<file path="config.mk">
export PLATFORM = sky130hd
export DESIGN_NAME = sac_regs
export DESIGN_NICKNAME = d
export VERILOG_FILES = /design/src/sac_pkg.sv /design/src/sac_regs.sv
export SDC_FILE = /design/constraint.sdc
export NUM_CORES = 1
export LEC_CHECK = 0
export BUFFER_PORTS_ARGS = -buffer_cell sky130_fd_sc_hd__buf_2
export CORE_ASPECT_RATIO = 1.75
export CORE_UTILIZATION = 35
export CTS_BUF_LIST = sky130_fd_sc_hd__clkbuf_16
export DETAILED_ROUTE_END_ITERATION = 16
export SYNTH_ARGS = -nofsm -noshare
export SYNTH_HDL_FRONTEND = slang
export SYNTH_SLANG_ARGS = --single-unit
</file>
<file path="constraint.sdc">
create_clock -name mclk -period 3.54 [get_ports mclk]
set_input_delay 0.177 -clock mclk [delete_from_list [all_inputs] [get_ports mclk]]
set_output_delay 0.177 -clock mclk [all_outputs]
set_load 0.03 [all_outputs]
</file>
<file path="src/sac_pkg.sv">
package sac_pkg;
    localparam logic [7:0] SAC_ADDR_ORDER = 8'h17;
    localparam logic [7:0] SAC_ADDR_TIMING = 8'h39;
    localparam logic [7:0] SAC_ADDR_FECTL = 8'h42;
    localparam logic [7:0] SAC_ADDR_CHGAIN = 8'h55;

    localparam logic [15:0] SAC_RST_ORDER = 16'h0000;
    localparam logic [15:0] SAC_RST_TIMING = 16'h22FC;
    localparam logic [15:0] SAC_RST_FECTL = 16'h1C38;
    localparam logic [15:0] SAC_RST_CHGAIN = 16'h0000;

    // Field positions (low bit) within their registers
    localparam int SAC_ORDER_LSB = 0;
    localparam int SAC_WIDTH_LSB = 11;
    localparam int SAC_DELAY_LSB = 0;
    localparam int SAC_MODE_LSB = 10;
    localparam int SAC_INTG_LSB = 8;
    localparam int SAC_BUFSEL_BIT = 7;
    localparam int SAC_INDEN_BIT = 6;
    localparam int SAC_COMGAIN_LSB = 0;
    localparam int SAC_CH2_LSB = 0;
    localparam int SAC_CH3_LSB = 2;
    localparam int SAC_CH4_LSB = 4;

    localparam logic [5:0] SAC_MODE_RECOMMENDED = 6'h07;

    // Timing units
    localparam int SAC_CLK_PERIOD_NS = 40;
    localparam int SAC_WIDTH_UNIT_NS = 1000;
    localparam int SAC_DELAY_UNIT_PS = 31250;
    localparam int SAC_WIDTH_UNIT_CYC = SAC_WIDTH_UNIT_NS / SAC_CLK_PERIOD_NS;

    typedef struct packed {
        logic [15:0] order;
        logic [15:0] timing;
        logic [15:0] fectl;
        logic [15:0] chgain;
    } sac_cfg_t;

    typedef struct packed {
        logic wr;
        logic rd;
        logic [7:0] addr;
        logic [15:0] wdata;
    } sac_req_t;

    typedef struct packed {
        logic [3:0][1:0] ch_gain_code;
        logic [3:0][7:0] ch_gain_kohm;
        logic [8:0] int_kohm;
        logic [3:0] buf_gain_tenths;
        logic buffer_mode;
        logic [5:0] frontend_mode;
        logic [4:0] window_width;
        logic [9:0] window_width_cycles;
        logic [10:0] window_delay;
        logic [3:0] polarity_order;
    } sac_out_t;
endpackage

</file>
<file path="src/sac_regs.sv">
// Notes on behaviour
// - Four-bit order field; bit 0 normal, 1 reversed polarity per pulse.
// - Bit n drives pulse n+1; mapping restarts at bit 0 every four pulses.
// - Window width is five bits in 1 us units, reset code 4.
// - Window delay is eleven bits in 31.25 ns units, reset 0x2FC.
// - Normal integrator: gain 00/01/10 give 400/200/100 kohm.
// - Buffer mode: gain 00 and 01 give unity, 10 gives 0.7.
// - Individual mode: channel 3 gain codes 0..3 give 200/100/50/25 kohm.
// - Individual mode: channel 2 gain uses the same four-code encoding.
// - Per-channel fields only when enable is 1; else common field sets all.
// - Buffer select bit 1 turns integrator into buffer; 0 normal operation.
`timescale 1ns/1ps
`default_nettype none
module sac_regs (
    // Clock and reset
    input wire logic mclk,
    input wire logic reset_n,
    input wire logic ce,
    // Register port from the serial control logic
    input wire sac_pkg::sac_req_t req,
    output logic [15:0] rdata,
    output logic rd_valid,
    // Pulse sequencing from the timing core
    input wire logic sample_start,
    input wire logic pulse_strobe,
    output logic pulse_valid,
    output logic pulse_reversed,
    // Decoded configuration
    output sac_pkg::sac_out_t cfg_out
);
    import sac_pkg::*;

    typedef struct packed {
        sac_cfg_t cfg;
        logic [1:0] pulse_idx;
        logic pulse_valid;
        logic pulse_reversed;
        logic [15:0] rdata;
        logic rd_valid;
        sac_out_t out;
    } sac_state_t;

    sac_state_t st;
    sac_state_t next_st;

    function automatic logic [7:0] tia_kohm(input logic [1:0] code);
        logic [7:0] k;
        k = 8'h00;
        unique case (code)
            2'b00: k = 8'hC8;
            2'b01: k = 8'h64;
            2'b10: k = 8'h32;
            2'b11: k = 8'h19;
        endcase
        return k;
    endfunction

    function automatic logic [15:0] read_mux(input sac_cfg_t c,
                                             input logic [7:0] a);
        logic [15:0] d;
        d = 16'h0000;
        // Unmapped addresses read as zero
        case (a)
            SAC_ADDR_ORDER: d = c.order;
            SAC_ADDR_TIMING: d = c.timing;
            SAC_ADDR_FECTL: d = c.fectl;
            SAC_ADDR_CHGAIN: d = c.chgain;
            default: d = 16'h0000;
        endcase
        return d;
    endfunction

    logic ind_en;
    logic [1:0] com_gain;
    logic [1:0] int_gain;
    logic buf_sel;

    assign ind_en = st.cfg.fectl[SAC_INDEN_BIT];
    assign com_gain = st.cfg.fectl[SAC_COMGAIN_LSB +: 2];
    assign int_gain = st.cfg.fectl[SAC_INTG_LSB +: 2];
    assign buf_sel = st.cfg.fectl[SAC_BUFSEL_BIT];

    always_comb begin
        next_st = st;
        next_st.pulse_valid = 1'b0;
        next_st.rd_valid = 1'b0;
        // Register writes; mode and reserved bits stored as written
        if (req.wr) begin
            case (req.addr)
                SAC_ADDR_ORDER: next_st.cfg.order = req.wdata;
                SAC_ADDR_TIMING: next_st.cfg.timing = req.wdata;
                SAC_ADDR_FECTL: next_st.cfg.fectl = req.wdata;
                SAC_ADDR_CHGAIN: next_st.cfg.chgain = req.wdata;
                default: ;
            endcase
        end
        if (req.rd) begin
            next_st.rdata = read_mux(st.cfg, req.addr);
            next_st.rd_valid = 1'b1;
        end
        // Polarity follows the pulse position within the group of four
        if (sample_start) begin
            next_st.pulse_idx = 2'h0;
        end else if (pulse_strobe) begin
            next_st.pulse_valid = 1'b1;
            next_st.pulse_reversed =
                st.cfg.order[SAC_ORDER_LSB + st.pulse_idx];
            next_st.pulse_idx = st.pulse_idx + 2'h1;
        end
        // Decoded outputs lag the register contents by one cycle
        next_st.out.polarity_order = st.cfg.order[SAC_ORDER_LSB +: 4];
        next_st.out.window_width = st.cfg.timing[SAC_WIDTH_LSB +: 5];
        next_st.out.window_width_cycles = 10'(
            st.cfg.timing[SAC_WIDTH_LSB +: 5] * SAC_WIDTH_UNIT_CYC);
        next_st.out.window_delay = st.cfg.timing[SAC_DELAY_LSB +: 11];
        next_st.out.frontend_mode = st.cfg.fectl[SAC_MODE_LSB +: 6];
        next_st.out.buffer_mode = buf_sel;
        // Channel 1 always uses the common field
        next_st.out.ch_gain_code[0] = com_gain;
        if (ind_en) begin
            next_st.out.ch_gain_code[1] =
                st.cfg.chgain[SAC_CH2_LSB +: 2];
            next_st.out.ch_gain_code[2] =
                st.cfg.chgain[SAC_CH3_LSB +: 2];
            next_st.out.ch_gain_code[3] = st.cfg.chgain[SAC_CH4_LSB +: 2];
        end else begin
            next_st.out.ch_gain_code[1] = com_gain;
            next_st.out.ch_gain_code[2] = com_gain;
            next_st.out.ch_gain_code[3] = com_gain;
        end
        for (int i = 0; i < 4; i++) begin
            next_st.out.ch_gain_kohm[i] =
                tia_kohm(next_st.out.ch_gain_code[i]);
        end
        // Code 11 is undefined; it decodes to zero so it is visible
        next_st.out.int_kohm = 9'h000;
        next_st.out.buf_gain_tenths = 4'h0;
        if (buf_sel) begin
            unique case (int_gain)
                2'b00: next_st.out.buf_gain_tenths = 4'hA;
                2'b01: next_st.out.buf_gain_tenths = 4'hA;
                2'b10: next_st.out.buf_gain_tenths = 4'h7;
                2'b11: next_st.out.buf_gain_tenths = 4'h0;
            endcase
        end else begin
            unique case (int_gain)
                2'b00: next_st.out.int_kohm = 9'h190;
                2'b01: next_st.out.int_kohm = 9'h0C8;
                2'b10: next_st.out.int_kohm = 9'h064;
                2'b11: next_st.out.int_kohm = 9'h000;
            endcase
        end
    end

    always_ff @(posedge mclk) begin
        if (!reset_n) begin
            st <= '0;
            st.cfg.order <= SAC_RST_ORDER;
            st.cfg.timing <= SAC_RST_TIMING;
            st.cfg.fectl <= SAC_RST_FECTL;
            st.cfg.chgain <= SAC_RST_CHGAIN;
        end else if (ce) begin
            st <= next_st;
        end
    end

    assign rdata = st.rdata;
    assign rd_valid = st.rd_valid;
    assign pulse_valid = st.pulse_valid;
    assign pulse_reversed = st.pulse_reversed;
    assign cfg_out = st.out;
endmodule
`default_nettype wire

</file>
==> impl_metrics.toml <==
[final_layout]
final_core_util_pct = 39.5
areaGrowthSynthToFinish_pct = 9.84
share_of_layout_cells_above_drive_strength_1_pct = 22.9
layout_common_cells = "164 x sky130_fd_sc_hd__dfxtp_1, 136 x sky130_fd_sc_hd__buf_2, 131 x sky130_fd_sc_hd__nor2_1, 121 x sky130_fd_sc_hd__mux2i_1, 67 x sky130_fd_sc_hd__nand3_1"
final.fill_count = 2221
total_area_of_multi_input_combinational_cells_sq_um = 3420
finalNetCount = 902
most_common_cell_after_layout_fill_and_taps_aside = "sky130_fd_sc_hd__dfxtp_1"
sequential_cell_area_sq_um = 3280

[logic_synthesis]
synth_area_sq_um = 7760
post_synth_edffs = 0
asyncSetResetFlopFracSynth_pct = 0
yosys_warnings = 0
synth-seq-cells = 164
sequential_cell_area_fraction_in_the_yosys_report_pct = 42.3
syn_area_per_cell_sq_um = 9.51
synthesis.instances = 816
synthDistinctLibCells = 43
flip_flop_cell_with_the_highest_count_after_synthesis = "sky130_fd_sc_hd__dfxtp_1"

[clocking]
cts-buffers-inserted = 17
clkSlewWorstSetupHoldPaths_ps = 60
clock_tree_root_buffer_cell = "sky130_fd_sc_hd__clkbuf_16"
cts.htree.levels = 4
tritoncts_clock_tree = "built"
insertion_delay_ps = 430
cts_resized = 0
cts_sinks = 164
clk_path_buf_depth = 2

[sta]
grt_setup_unrepaired = "no"
max_freq_ghz = 0.369
final.setup.tns_ps = 0
slew_at_the_pin_with_the_worst_max_slew_slack_ps = 895
timing.final.setup_violations = 0
relSlewSlack_pct = 40.2
period_share_pct = 76.5
report.final.slew_viol_count = 0
finalClockSkew_ps = 12.2
layout_min_cycle_time_ps = 2710
endpoints_failing_hold = 0

[routing]
post_drt_via_cell_ratio = 4.82
detail_route.drc_violations = 0
first_pass_iters = 4
detailedRoute.firstIterationViolations = 320
count_of_antenna_violating_nets_left_after_detailed_routing = 0
vias = 5489
detailed_route_wl_um = 18800
wl_per_cell_um = 16.5

[worst_setup_path]
setup.worst_path.class = "flip-flop to flip-flop"
start_kind = "flip-flop"
crit_fanout = 7
critPathCaptureType = "flip-flop"
critPathSlowestCell = "sky130_fd_sc_hd__dfxtp_1"
timing.critical_path.mode_cell = "sky130_fd_sc_hd__ha_1"
path_cells = "inv_1, ha_1, inv_1, ha_1, ha_1, ha_1, and3_1, a221oi_1, xor2_1, o31ai_1"
worstPathArrival_ps = 2990
cp_num_buf_inv = 2
critical-path-max-stage-delay_ps = 450
path_delay_family = "adder cells"
required_ps = 3820

[global_route]
global_route.usage.total_pct = 17.2
first_global_vias = 5376
grt_start_max_net_pins = 69
globalRouteOverflowTotal = 0
wire_length_of_the_first_global_routing_pass_um = 29600
antenna_found_initial = 0

[die]
design.portCount = 140
die_height_um = 199
initial_core_util_pct = 35.9
num_rows = 71
fp.coreArea_sq_um = 21600
die_area_sq_um = 22800
fp.dieW_um = 115

[pwr]
power_switching_share_pct = 26.0
fin_total_pwr_uw = 3970
cellInternalPower_uw = 2940
cellPowerDensity_nw_per_um2 = 465
power.clock.fraction_pct = 45.6
ir_worst_vdd_mv = 0.307
power.share.combinational_pct = 6.8
p_seq_share_pct = 47.6
total_leakage_power_uw = 0.00436
switching_power_uw = 1030

[min_path]
holdCritPathClass = "primary input to flip-flop"

[run_status]
run_status = "finished, final reports clean"

[flow_run]
drv.max_cap_violation_count = 0

[placement]
gp_routability_congestion = 0.754
hpwlAfterDp_um = 13100
port_buffers = 137
## repair_timing
action | CTS | global route
buffers inserted | 0 | 0
endpoints found under the hold margin | 1 | 0
hold buffers | 1 | 0
## tightest hold or removal path, stage by stage
cell and delay (ps):
sky130_fd_sc_hd__buf_2 120, sky130_fd_sc_hd__mux2i_1 70, sky130_fd_sc_hd__nand2_1 60
## area by class of cell
type	instances	area share [%]
diodes	1	0.0294
well taps	292	4.29
inverters	14	0.646
multi-input cells	483	40.1
repair buffers	153	9.66
clock inverters	15	1.75
flip-flops and latches	164	38.5
clock buffers	17	4.99
## routing by layer
layer	vias up	GRT usage (%)	share of wire, %
met5	-	0	0
met4	0	9.52	4.1
met3	36	3.02	4.3
met2	140	29.7	50
met1	2589	19.8	42
li1	2724	-	-
## power groups by stage
stage	clock, uW	sequential [uW]	combinational, uW
finish	1810	1890	270
global route	1940	1890	292
CTS	1860	1890	274
detailed placement	0	1930	272
global placement	0	1930	272
floorplan	0	1930	214
## registers in the layout, summed over array words and instances (netlist names), 2 cells and up
signal and cells:
rdata 16, next_st 26, com_gain 2, cfg_out 79, st 34, int_gain 2
## cells by family (layout without fill, tap and decap cells)
group | count (synthesis) | in the layout | share of synthesized area (%)
DFF | 164 | 164 | 42.3
buffers and inverters | 170 | 199 | 13.7
and+or+nand+nor | 252 | 252 | 15.8
adders and majority gates | 38 | 38 | 6.22
muxes | 122 | 122 | 15.9
xor gates and xnor gates | 5 | 5 | 0.564
AOI/OAI and AO/OA | 64 | 64 | 5.51
other | 1 | 3 | 0.0483
## worst paths after layout
path / from / to / slack, ps / cells past startpoint
max: next_st[28] / cfg_out[24] / 830 / 10
min: req[5] / next_st[9] / 30 / 3
max reg2reg: next_st[28] / cfg_out[24] / 830 / 10
min reg2reg: pulse_reversed / pulse_reversed / 460 / 2
## Yosys cell counts, drive strengths merged, types with 2 or more instances
library cell    n  area, sq um
xnor2           2         17.5
xor2            3         26.3
nor4b           2         47.6
o21ai           8         43.8
nand3          67          335
a22oi           4         30.0
nand3b          3         22.5
a21oi          25          129
a211oi          5         37.5
mux2i         121         1210
buf           126          896
nor2          131          492
nand2          19         71.3
and4bb          3         37.5
a22o           16          140
nor3            2         10.0
clkbuf         30          113
inv            14         52.6
dfxtp         164         3280
nand4          20          168
ha             37          463
## per-stage QoR
| step | cell area [sq um] | setup WS [ps] | hold slack, ps | std cells |
|---|---|---|---|---|
| 2_1_floorplan | 7760 | 1090 | 302 | 817 |
| 3_3_place_gp | 7940 | 920 | 446 | 1105 |
| 3_5_place_dp | 7940 | 865 | 450 | 1105 |
| 4_1_cts | 8520 | 841 | 4.80 | 1138 |
| 5_1_grt | 8520 | 676 | 25.5 | 1138 |
| 6_report | 8520 | 832 | 28.5 | 1139 |
Note: power is estimated with default switching activity, not from simulation.
